===== src/rds_pkg.sv =====
// Constants and carrier types for the rail discharge and sleep register slice.
// Assumes a 200 MHz core clock and a byte-wide register port behind the serial bus engine.
package rds_pkg;

  localparam logic [7:0] LDO3_CTRL_ADDR  = 8'h29;
  localparam logic [7:0] DISCH_A_ADDR    = 8'h40;
  localparam logic [7:0] DISCH_B_ADDR    = 8'h41;
  localparam logic [7:0] DISCH_C_ADDR    = 8'h42;
  localparam logic [7:0] PG_DLY3_ADDR    = 8'h43;

  localparam int         SLP_EN_LSB      = 4;
  localparam int         RSVD_LSB        = 1;
  localparam int         OFF_CTRL_BIT    = 0;
  localparam logic [1:0] SLP_EN_OFF      = 2'h0;
  localparam logic [1:0] SLP_EN_ON       = 2'h3;
  localparam logic [2:0] RSVD_PATTERN    = 3'h6;

  localparam int         NUM_RAILS       = 11;
  localparam int         DISCH_W         = 2 * NUM_RAILS;
  localparam int         LDO3_RAIL_IDX   = 8;
  localparam logic [1:0] DISCH_NONE      = 2'h0;
  localparam logic [1:0] DISCH_100_OHM   = 2'h1;
  localparam logic [1:0] DISCH_200_OHM   = 2'h2;
  localparam logic [1:0] DISCH_500_OHM   = 2'h3;

  localparam int         PG_DLY_W        = 3;
  localparam int         CLK_FREQ_MHZ    = 200;
  localparam int         PG_UNIT_TIME_US = 2500;
  localparam int         PG_UNIT_CYCLES  = PG_UNIT_TIME_US * CLK_FREQ_MHZ;
  localparam int         UNIT_CNT_W      = 6;
  // Delays in 2.5 ms units: 2.5, 5, 10, 15, 20, 20, 75, 100 ms
  localparam logic [5:0] PG_UNITS_0      = 6'h01;
  localparam logic [5:0] PG_UNITS_1      = 6'h02;
  localparam logic [5:0] PG_UNITS_2      = 6'h04;
  localparam logic [5:0] PG_UNITS_3      = 6'h06;
  localparam logic [5:0] PG_UNITS_4      = 6'h08;
  localparam logic [5:0] PG_UNITS_6      = 6'h1E;
  localparam logic [5:0] PG_UNITS_7      = 6'h28;

  typedef enum logic [2:0] {
    RDS_OUT3_PG    = 3'b001,
    RDS_OUT3_SHIFT = 3'b010,
    RDS_OUT3_HOST  = 3'b100
  } rds_out3_mode_t;

  typedef enum logic [2:0] {
    RDS_PG_WAIT = 3'b001,
    RDS_PG_TIME = 3'b010,
    RDS_PG_GOOD = 3'b100
  } rds_pg_state_t;

  typedef struct packed {
    logic       wr;
    logic       rd;
    logic [7:0] addr;
    logic [7:0] wdata;
  } rds_req_t;

  typedef struct packed {
    logic [7:0] ldo3_ctrl;
    logic [7:0] disch_a;
    logic [7:0] disch_b;
    logic [7:0] disch_c;
    logic [7:0] pg_dly3;
  } rds_factory_t;

endpackage : rds_pkg


===== src/rds_pg_timer.sv =====
// Power-good delay timer for the third general output.
// Assumes in_reg_i is already synchronous and high only while every grouped rail regulates.
`timescale 1ns/1ps
module rds_pg_timer #(
  parameter int UNIT_CYCLES = rds_pkg::PG_UNIT_CYCLES
) (
  input  wire logic                         clk_i,
  input  wire logic                         rstn_i,
  input  wire logic                         run_i,
  input  wire logic                         in_reg_i,
  input  wire logic [rds_pkg::PG_DLY_W-1:0] delay_code_i,
  output logic                              good_o
);

  localparam int DIV_W = $clog2(UNIT_CYCLES + 1);
  localparam logic [DIV_W-1:0] DIV_LAST = DIV_W'(UNIT_CYCLES - 1);

  rds_pkg::rds_pg_state_t           state_q;
  logic [DIV_W-1:0]                 div_q;
  logic [rds_pkg::UNIT_CNT_W-1:0]   units_q;
  logic [rds_pkg::UNIT_CNT_W-1:0]   units_target;
  logic                             tick;

  always_comb begin
    case (delay_code_i)
      3'h0:    units_target = rds_pkg::PG_UNITS_0;
      3'h1:    units_target = rds_pkg::PG_UNITS_1;
      3'h2:    units_target = rds_pkg::PG_UNITS_2;
      3'h3:    units_target = rds_pkg::PG_UNITS_3;
      3'h4:    units_target = rds_pkg::PG_UNITS_4;
      3'h6:    units_target = rds_pkg::PG_UNITS_6;
      3'h7:    units_target = rds_pkg::PG_UNITS_7;
      default: units_target = rds_pkg::PG_UNITS_4;
    endcase
  end

  assign tick = (state_q == rds_pkg::RDS_PG_TIME) && (div_q == DIV_LAST);

  // Unit divider restarts with each timing run so the first unit is full length
  always_ff @(posedge clk_i) begin
    if (!rstn_i || state_q != rds_pkg::RDS_PG_TIME) begin
      div_q <= '0;
    end else if (tick) begin
      div_q <= '0;
    end else begin
      div_q <= div_q + DIV_W'(1);
    end
  end

  always_ff @(posedge clk_i) begin
    if (!rstn_i || !run_i || !in_reg_i) begin
      state_q <= rds_pkg::RDS_PG_WAIT;
      units_q <= '0;
      good_o  <= 1'b0;
    end else begin
      case (state_q)
        rds_pkg::RDS_PG_WAIT: begin
          state_q <= rds_pkg::RDS_PG_TIME;
          units_q <= '0;
        end
        rds_pkg::RDS_PG_TIME: begin
          if (tick) begin
            units_q <= units_q + rds_pkg::UNIT_CNT_W'(1);
            if (units_q + rds_pkg::UNIT_CNT_W'(1) >= units_target) begin
              state_q <= rds_pkg::RDS_PG_GOOD;
              good_o  <= 1'b1;
            end
          end
        end
        rds_pkg::RDS_PG_GOOD: begin
          good_o <= 1'b1;
        end
        default: begin
          state_q <= rds_pkg::RDS_PG_WAIT;
          good_o  <= 1'b0;
        end
      endcase
    end
  end

endmodule : rds_pg_timer


===== src/rds_regs.sv =====
// Register slice: third low-dropout control, three discharge registers, output three delay.
// Assumes the serial bus engine presents one-cycle byte read and write strobes,
// and that factory values and the sleep pin choice are stable while reset is low.
//
// Contract
// - The third regulator's sleep request comes from one sleep pin chosen by factory setting.
// - Sleep enable 00 keeps the third regulator at its normal code and ignores the pin.
// - Sleep enable 11 selects the sleep code while the chosen pin is low.
// - Off control at 0 turns the third regulator off whatever the control pins request.
// - Every rail's discharge field is held at 00 while that rail is enabled.
// - Discharge code 00 none, 01 about 100 ohm, 10 about 200 ohm, 11 about 500 ohm.
// - The first discharge register holds step-down four, three, two, one from the top.
// - The second holds the second regulator, switch A1, step-down six and five from the top.
// - The third holds switch B2, B1 and the third regulator, with bits 7:6 read-only.
// - Power-good delay starts once all grouped rails regulate and asserts when it ends.
// - Output three is power good, level shifter or host driven; the delay serves power good.
// - Delay codes give 2.5, 5, 10, 15, 20, 75 and 100 ms.
// - In host mode with no termination enable use, the delay has no effect.
`timescale 1ns/1ps
module rds_regs #(
  parameter int PG_UNIT_CYCLES = rds_pkg::PG_UNIT_CYCLES
) (
  input  wire logic                              clk_i,
  input  wire logic                              rstn_i,
  input  wire rds_pkg::rds_req_t                 reg_req_i,
  output logic [7:0]                             reg_rdata_o,
  output logic                                   reg_rvalid_o,
  input  wire rds_pkg::rds_factory_t             factory_i,
  input  wire logic                              factory_sleep_pin_two_i,
  input  wire rds_pkg::rds_out3_mode_t           factory_out3_mode_i,
  input  wire logic                              sleep_pin_one_i,
  input  wire logic                              sleep_pin_two_i,
  input  wire logic                              ldo3_pin_request_i,
  input  wire logic [rds_pkg::NUM_RAILS-1:0]     rail_enabled_i,
  input  wire logic                              out3_rails_in_reg_i,
  input  wire logic                              out3_shift_in_i,
  input  wire logic                              out3_host_level_i,
  input  wire logic                              out3_vtt_use_i,
  output logic                                   ldo3_enable_o,
  output logic                                   ldo3_use_sleep_code_o,
  output logic [rds_pkg::DISCH_W-1:0]            discharge_sel_o,
  output logic                                   general_output_three_o,
  output logic                                   vtt_enable_o
);

  logic [1:0]                       slp_en_q;
  logic [2:0]                       rsvd_q;
  logic                             off_ctrl_q;
  logic                             pin_two_sel_q;
  rds_pkg::rds_out3_mode_t          out3_mode_q;
  logic [rds_pkg::DISCH_W-1:0]      disch_q;
  logic [rds_pkg::PG_DLY_W-1:0]     pg_dly_q;
  logic [rds_pkg::NUM_RAILS-1:0]    rail_on;
  logic [rds_pkg::DISCH_W-1:0]      factory_disch;
  logic [rds_pkg::DISCH_W-1:0]      wr_disch;
  logic [rds_pkg::DISCH_W-1:0]      wr_disch_mask;
  logic                             sleep_pin;
  logic                             ldo3_on;
  logic                             pg_run;
  logic                             pg_good;
  logic [7:0]                       rd_mux;

  assign factory_disch = {factory_i.disch_c[5:0], factory_i.disch_b, factory_i.disch_a};

  // Byte lanes of the flat discharge vector, one per register
  assign wr_disch      = {reg_req_i.wdata[5:0], reg_req_i.wdata, reg_req_i.wdata};
  assign wr_disch_mask = {{6{reg_req_i.wr && reg_req_i.addr == rds_pkg::DISCH_C_ADDR}},
                          {8{reg_req_i.wr && reg_req_i.addr == rds_pkg::DISCH_B_ADDR}},
                          {8{reg_req_i.wr && reg_req_i.addr == rds_pkg::DISCH_A_ADDR}}};

  // Factory strap choices caught while reset is held
  always_ff @(posedge clk_i) begin
    if (!rstn_i) begin
      pin_two_sel_q <= factory_sleep_pin_two_i;
      out3_mode_q   <= factory_out3_mode_i;
    end
  end

  always_ff @(posedge clk_i) begin
    if (!rstn_i) begin
      slp_en_q   <= factory_i.ldo3_ctrl[rds_pkg::SLP_EN_LSB +: 2];
      rsvd_q     <= factory_i.ldo3_ctrl[rds_pkg::RSVD_LSB +: 3];
      off_ctrl_q <= factory_i.ldo3_ctrl[rds_pkg::OFF_CTRL_BIT];
    end else if (reg_req_i.wr && reg_req_i.addr == rds_pkg::LDO3_CTRL_ADDR) begin
      slp_en_q   <= reg_req_i.wdata[rds_pkg::SLP_EN_LSB +: 2];
      rsvd_q     <= reg_req_i.wdata[rds_pkg::RSVD_LSB +: 3];
      off_ctrl_q <= reg_req_i.wdata[rds_pkg::OFF_CTRL_BIT];
    end
  end

  always_ff @(posedge clk_i) begin
    if (!rstn_i) begin
      pg_dly_q <= factory_i.pg_dly3[rds_pkg::PG_DLY_W-1:0];
    end else if (reg_req_i.wr && reg_req_i.addr == rds_pkg::PG_DLY3_ADDR) begin
      pg_dly_q <= reg_req_i.wdata[rds_pkg::PG_DLY_W-1:0];
    end
  end

  assign ldo3_on = off_ctrl_q && ldo3_pin_request_i;

  generate
    for (genvar r = 0; r < rds_pkg::NUM_RAILS; r++) begin : g_rail
      if (r == rds_pkg::LDO3_RAIL_IDX) begin : g_ldo3
        assign rail_on[r] = ldo3_on;
      end else begin : g_other
        assign rail_on[r] = rail_enabled_i[r];
      end
      // An enabled rail wins over any host write to its field
      always_ff @(posedge clk_i) begin
        if (!rstn_i) begin
          disch_q[2*r +: 2] <= factory_disch[2*r +: 2];
        end else if (rail_on[r]) begin
          disch_q[2*r +: 2] <= rds_pkg::DISCH_NONE;
        end else if (wr_disch_mask[2*r]) begin
          disch_q[2*r +: 2] <= wr_disch[2*r +: 2];
        end
      end
    end
  endgenerate

  assign sleep_pin = pin_two_sel_q ? sleep_pin_two_i : sleep_pin_one_i;

  always_ff @(posedge clk_i) begin
    if (!rstn_i) begin
      ldo3_enable_o         <= 1'b0;
      ldo3_use_sleep_code_o <= 1'b0;
      discharge_sel_o       <= '0;
    end else begin
      ldo3_enable_o         <= ldo3_on;
      // Reserved encodings fall back to the normal code
      ldo3_use_sleep_code_o <= (slp_en_q == rds_pkg::SLP_EN_ON) && !sleep_pin;
      discharge_sel_o       <= disch_q;
    end
  end

  assign pg_run = (out3_mode_q == rds_pkg::RDS_OUT3_PG) || out3_vtt_use_i;

  rds_pg_timer #(
    .UNIT_CYCLES (PG_UNIT_CYCLES)
  ) u_pg_timer (
    .clk_i        (clk_i),
    .rstn_i       (rstn_i),
    .run_i        (pg_run),
    .in_reg_i     (out3_rails_in_reg_i),
    .delay_code_i (pg_dly_q),
    .good_o       (pg_good)
  );

  always_ff @(posedge clk_i) begin
    if (!rstn_i) begin
      general_output_three_o <= 1'b0;
      vtt_enable_o           <= 1'b0;
    end else begin
      vtt_enable_o <= out3_vtt_use_i && pg_good;
      case (out3_mode_q)
        rds_pkg::RDS_OUT3_PG:    general_output_three_o <= pg_good;
        rds_pkg::RDS_OUT3_SHIFT: general_output_three_o <= out3_shift_in_i;
        rds_pkg::RDS_OUT3_HOST:  general_output_three_o <= out3_host_level_i;
        default:                 general_output_three_o <= 1'b0;
      endcase
    end
  end

  always_comb begin
    case (reg_req_i.addr)
      rds_pkg::LDO3_CTRL_ADDR: rd_mux = {2'h0, slp_en_q, rsvd_q, off_ctrl_q};
      rds_pkg::DISCH_A_ADDR:   rd_mux = disch_q[7:0];
      rds_pkg::DISCH_B_ADDR:   rd_mux = disch_q[15:8];
      rds_pkg::DISCH_C_ADDR:   rd_mux = {2'h0, disch_q[21:16]};
      rds_pkg::PG_DLY3_ADDR:   rd_mux = {5'h00, pg_dly_q};
      default:                 rd_mux = 8'h00;
    endcase
  end

  always_ff @(posedge clk_i) begin
    if (!rstn_i) begin
      reg_rdata_o  <= 8'h00;
      reg_rvalid_o <= 1'b0;
    end else begin
      reg_rvalid_o <= reg_req_i.rd;
      if (reg_req_i.rd) begin
        reg_rdata_o <= rd_mux;
      end
    end
  end

endmodule : rds_regs


===== config.mk =====
export PLATFORM = sky130hd
export DESIGN_NAME = rds_regs
export DESIGN_NICKNAME = d
export VERILOG_FILES = /design/src/rds_pkg.sv /design/src/rds_pg_timer.sv /design/src/rds_regs.sv
export SDC_FILE = /design/constraint.sdc
export NUM_CORES = 1
export LEC_CHECK = 0
export BUFFER_PORTS_ARGS = -buffer_cell sky130_fd_sc_hd__buf_2
export CORE_UTILIZATION = 48
export DETAILED_ROUTE_END_ITERATION = 10
export PLACE_DENSITY = 0.81
export SYNTH_ARGS = -nofsm -noshare
export SYNTH_HDL_FRONTEND = slang
export SYNTH_SLANG_ARGS = --single-unit

===== constraint.sdc =====
create_clock -name clk_i -period 2.7 [get_ports clk_i]
set_input_delay 0.135 -clock clk_i [delete_from_list [all_inputs] [get_ports clk_i]]
set_output_delay 0.135 -clock clk_i [all_outputs]
set_load 0.01 [all_outputs]

# After elaboration in Yosys (flattened, before gate mapping)
# Cells that the tools add are included.
[totals] in_bits=82 word_cells=143 reg_bits=99 output_inout_bits=35
[classes] add_sub_neg=2 n_lt_le_gt_ge=1 bitwise=2 n_eq_ne=34 muxes=53 n_reduce_logical=23
[ops] operator="$mux 2" n=35
[ops] operator="$pmux 8 s5" n=1
[ops] operator="$pmux 6 s6" n=1
[ops] operator="$ne 3x1->1 const B" n=11
[ops] operator="$eq 8x7->1 const B" n=4
[ops] operator="$add 19x1->19 const B" n=1
[ops] operator="$eq 19x19->1 const B" n=1
[ops] operator="$mux 3" n=6
[ops] operator="$eq 3x2->1 const B" n=4
[ops] operator="$eq 3x3->1 const B" n=4
[ops] operator="$pmux 6 s2" n=1
[ops] operator="$eq 3x1->1 const B" n=3
[ops] operator="$logic_and 1x1->1" n=9
[ops] operator="$pmux 3 s3" n=1
[ops] operator="$eq 8x6->1 const B" n=1
[ops] operator="$add 6x1->6 const B" n=1
[ops] operator="$ge 6x6->1" n=1
[ops] operator="$mux 6" n=1
[ops] operator="$ne 2x1->1 const B" n=3
[ops] operator="$pmux 1 s3" n=2
[ops] operator="$reduce_and 3->1" n=2
[ops] operator="$mux 1" n=5
[ops] operator="$logic_not 1->1" n=4
[ops] operator="$logic_or 1x1->1" n=4
[ops] operator="other kinds (8)" n=9

# Logic depth before layout (Yosys ltp)
[depth] depth_word=6 ltp_mapped=9

# Cells and area by module
# A second synthesis with hierarchy kept.
[unflattened] hier_cells=415 hier_area_um2=4366.7
[modules_own_cells] module="rds_regs" area_each_um2=2914.0 cells_each=250 seq_area_each_um2=1751.7 instances=1
[modules_own_cells] module="rds_pg_timer" area_each_um2=1452.6 cells_each=165 seq_area_each_um2=580.6 instances=1

# Worst setup path after synthesis
# OpenSTA, ideal clock, no wires.
[synth_timing] kind="register to register" start="register u_pg_timer.div_q[0]" end="register u_pg_timer.units_q[0] in the netlist's numbering" path_slack_ns=0.798 path_buffers=1 arrival_ns=1.786 stages_incl_launch_ff=7 cell_sequence="dfxtp_1 ha_1 nand4_1 or4_4 buf_6 and2_4 a31o_1"
[synth_between] elab_chain_len=4
[synth_rtl] item="start, declared" line_no="rds_pg_timer.sv:19" source="logic [DIV_W-1:0] div_q;"
[synth_rtl] item="start signal, assigned" line_no="rds_pg_timer.sv:46" source="div_q <= div_q + DIV_W'(1);"
[synth_rtl] item="$eq 19x19->1" line_no="rds_pg_timer.sv:37" source="assign tick = (state_q == rds_pkg::RDS_PG_TIME) && (div_q == DIV_LAST);"
[synth_rtl] item="$logic_and 1x1->1" line_no="rds_pg_timer.sv:37"
[synth_rtl] item="$ne 2x1->1 (no source line)"
[synth_rtl] item="$reduce_and 2->1 (no source line)"
[synth_rtl] item="end signal, assigned" line_no="rds_pg_timer.sv:63" source="units_q <= units_q + rds_pkg::UNIT_CNT_W'(1);"
[synth_rtl] item="end, declared" line_no="rds_pg_timer.sv:20" source="logic [rds_pkg::UNIT_CNT_W-1:0] units_q;"
# No other way between the ends.
# A chain may end at the register's enable or synchronous reset.

# Final worst setup path
[layout_timing] start="register u_pg_timer.units_q[0] in the netlist's numbering" end="register u_pg_timer.good_o"
[layout_between] elab_chain_len=4
[layout_rtl] item="$add 6x1->6" line_no="rds_pg_timer.sv:64" source="if (units_q + rds_pkg::UNIT_CNT_W'(1) >= units_target) begin"
[layout_rtl] item="$ge 6x6->1" line_no="rds_pg_timer.sv:64"
[layout_rtl] item="$ne 2x2->1 (no source line)"
[layout_rtl] item="$reduce_and 3->1 (no source line)"
[layout_rtl] item="end signal, assigned" line_no="rds_pg_timer.sv:66" source="good_o <= 1'b1;"
[layout_rtl] item="end signal, assigned" line_no="rds_pg_timer.sv:71" source="good_o <= 1'b1;"
[layout_rtl] item="end signal, assigned" line_no="rds_pg_timer.sv:75" source="good_o <= 1'b0;"
[layout_rtl] item="end, declared" line_no="rds_pg_timer.sv:12" source="output logic good_o"
# No other way between the ends.

==> flow_summary.ini <==
[status]
status = completed

[synthesis]
yosys.area_share.simple_pct = 20.8
synth_compound_area_share_pct = 13.3
ys_async_sr_fraction_pct = 0
synth_edf_count = 35
syn_inst = 419
synth_area_leaders = dfxtp_1, edfxtp_1, nor2_1, and2_1, nand2_1
yosysTopAreaCell = dfxtp_1
ys_seq_elements = 99
ys.flop_type = dfxtp_1
synth_nets = 509
yosysWarnings = 0
synth_xor_area_share_pct = 3.86
seq_area_frac_synth_pct = 54.1
synthAdderAreaFrac_pct = 2.32
synth_top_area_share_pct = 29.7
muxShareOfSynthArea_pct = 2.67
synth_area_um2 = 4310
synth_top_family_by_area = simple AND/OR/NAND/NOR gates
yosys.cell_types.count = 52
avgSynthCellArea_um2 = 10.3

[global_routing]
grt_max_degree = 45
grt_pass1_vias = 3506
gr-total-overflow = 0
grt_util_all_layers_pct = 21.6
grt_pass1_wl_um = 16300
antenna_found_initial = 0

[pwr]
pwr-share-comb_pct = 9.7
ir_drop_mv = 0.290
sw_frac_of_total_pct = 24.3
p_seq_share_pct = 57.6
clkPwrFrac_pct = 32.7
p_per_area_nw_per_um2 = 562
p_int_mw = 2.20
p_sw_uw = 707
leakage_nw = 2.15

[cts]
cts_inserted_buffers = 9
clk_pin_slew_worst_paths_ns = 0.09
h-tree-depth = 3
cts.sinks = 99
postCtsSetupBuffers = 0
cts_buffer_depth = 2
clk_latency_ns = 0.36
cts_tree = done
cts_hold_buffers = 4
cts-resized-gates = 0
clockRootBuffer = clkbuf_8

[floorplanning]
coreArea_um2 = 8720
die_w_um = 96.8
initial_core_util_pct = 49.4
dieArea_um2 = 9360
fp-row-count = 34
die_h_um = 96.8
ios = 117

[critical_path]
rr_startpoint = u_pg_timer.units_q[0]
reg2reg_depth = 9
critPathArrivalTime_ns = 2.40
crit_fanout = 5
startpoint_type = flip-flop
crit_type = reg -> reg
rr_endpoint = u_pg_timer.good_o
r2r_slack_ns = 0.52
worstPathRequired_ns = 2.92
critPathCaptureType = flip-flop

[sta]
finClkSkew_ns = 0.0151
period_minus_slack_ns = 2.18
timing.fmax_ghz = 0.458
period_share_pct = 80.8
rsz0062_at_grt = no
tns_ns = 0
worst_pin_slew_ns = 0.747
finalMaxSlewViolations = 0
maxSlewHeadroom_pct = 50.0
setup_viol = 0
hold_violations = 0

[drt]
drt_pass1_iterations = 4
vias = 3552
totalWireLength_um = 9920
drtAntennaViolNets = 0
drc = 0
wire_per_inst_um = 15.5
drtIter0Drc = 222
via_per_inst = 5.53

[hold_path]
hp-class = in -> reg
hold_start = ldo3_pin_request_i
hold-path-endpoint = ldo3_enable_o
hold_depth = 3

[cells_and_area]
nets = 619
antennaDiodeCount = 0
fillers = 736
fin_cells = 642
area_delta_synth_final_pct = 20.1
regArea_um2 = 2330
multi_input_area_um2 = 1850
drive_gt1_share_pct = 25.3

[place]
place_inst = 622
port_buffers = 106
dp_hpwl_um = 7330
gp_congestion = 0.864

[run]
maxCapViolCount = 0
## layout make-up
class	instances	share of cell area, %
clock inverter	7	1.43
inverter	16	1.16
tap	108	2.61
multi-input combinational	289	35.8
clock buffer	9	2.39
sequential	99	45.0
timing repair buffer	114	11.6
## worst max path at each step
stage	from	to	slack (ns)	cells past startpoint
6_report	u_pg_timer.units_q[0]	u_pg_timer.good_o	0.52	9
5_1_grt	u_pg_timer.div_q[0]	u_pg_timer.div_q[13]	0.33	5
4_1_cts	u_pg_timer.units_q[0]	u_pg_timer.good_o	0.53	9
3_5_place_dp	u_pg_timer.units_q[0]	u_pg_timer.good_o	0.55	9
3_3_place_gp	u_pg_timer.units_q[0]	u_pg_timer.good_o	0.60	9
2_1_floorplan	u_pg_timer.div_q[0]	u_pg_timer.units_q[0]	0.80	6
## metrics by stage
| step | power [mW] | setup slack (ns) | hold WS [ns] | area, um^2 | util, % |
|---|---|---|---|---|---|
| 6_report | 2.91 | 0.519 | 0.0429 | 5180 | 59.4 |
| 5_1_grt | 3.02 | 0.334 | 0.0412 | 5180 | 59.4 |
| 4_1_cts | 2.92 | 0.528 | 0.0339 | 5180 | 59.4 |
| 3_5_place_dp | 1.99 | 0.553 | 0.314 | 4940 | 56.6 |
| 3_3_place_gp | 1.98 | 0.600 | 0.311 | 4940 | 56.6 |
| 2_1_floorplan | 1.85 | 0.798 | 0.234 | 4310 | - |
## power by group through the flow
stage	logic (mW)	clock network (mW)	registers [mW]
after floorplan	0.137	0	1.71
after global placement	0.266	0	1.71
after detailed placement	0.276	0	1.71
after CTS	0.282	0.965	1.68
after global routing	0.309	1.02	1.69
final	0.282	0.951	1.68
## metal layers
layer	up-vias	wire length, um	track usage (%)
met1	1674	4370	28.4
met4	0	257	9.41
met2	137	4690	34.9
met5	-	0	0
met3	26	609	3.90
li1	1715	-	-
## placed cells by master, fill, tap and decap left out, types with 4 or more instances in the layout
cell / synthesis / routed
nand4_1: 6 / 6
xnor2_1: 7 / 7
dfxtp_1: 64 / 64
a22o_1: 13 / 13
ha_1: 8 / 8
o2bb2ai_1: 12 / 12
edfxtp_1: 35 / 35
nand3b_1: 4 / 4
o21ai_0: 18 / 18
inv_1: 16 / 16
nor4_1: 4 / 4
nor2_1: 43 / 43
nand2b_1: 17 / 17
and2_1: 24 / 24
dlygate4sd3_1: 0 / 4
nor3_1: 8 / 8
xor2_1: 12 / 12
nand3_1: 16 / 16
clkbuf_8: 0 / 9
a21oi_1: 10 / 10
mux2i_1: 7 / 7
nand2_1: 33 / 33
buf_4: 0 / 4
mux2_2: 4 / 4
buf_2: 2 / 106
## cell usage after synthesis, types with 8 or more instances
library cell and number:
clkbuf_1 10, ha_1 8, nand2_1 33, xor2_1 12, o21ai_0 18, nand3_1 16, dfxtp_1 64, a21oi_1 10
nor3_1 8, a22o_1 13, inv_1 16, nor2_1 43, edfxtp_1 35, and2_1 24, nand2b_1 17, o2bb2ai_1 12
## flip-flops by register name (all words and copies together) (netlist names)
register / flops
vtt_enable_o: 1
ldo3_enable_o: 1
rsvd_q: 3
out3_mode_q: 3
pin_two_sel_q: 1
reg_rdata_o: 8
u_pg_timer.units_q: 6
reg_rvalid_o: 1
general_output_three_o: 1
discharge_sel_o: 22
u_pg_timer.good_o: 1
disch_q: 22
u_pg_timer.div_q: 19
off_ctrl_q: 1
ldo3_use_sleep_code_o: 1
pg_dly_q: 3
slp_en_q: 2
u_pg_timer.state_q: 3
## kinds of logic (layout without fill, tap and decap cells)
| kind of cell | count (synthesis) | after routing |
|---|---|---|
| buffers and inverters | 31 | 146 |
| and+or+nand+nor | 172 | 172 |
| AOI/OAI and AO/OA | 79 | 79 |
| DFF | 99 | 99 |
| adders and majority gates | 8 | 8 |
| muxes | 11 | 11 |
| xor gates and xnor gates | 19 | 19 |
## worst max-delay path, cell delays in order, from the launching register on
cell      delay, ns
dfxtp_1        0.43
ha_1           0.22
nand3_1        0.11
xnor2_1        0.21
ha_1           0.28
a21o_1         0.18
a211oi_1       0.22
o21ai_0        0.18
nand3_1        0.15
o21ai_0        0.09
(Power assumes the default switching activity.)
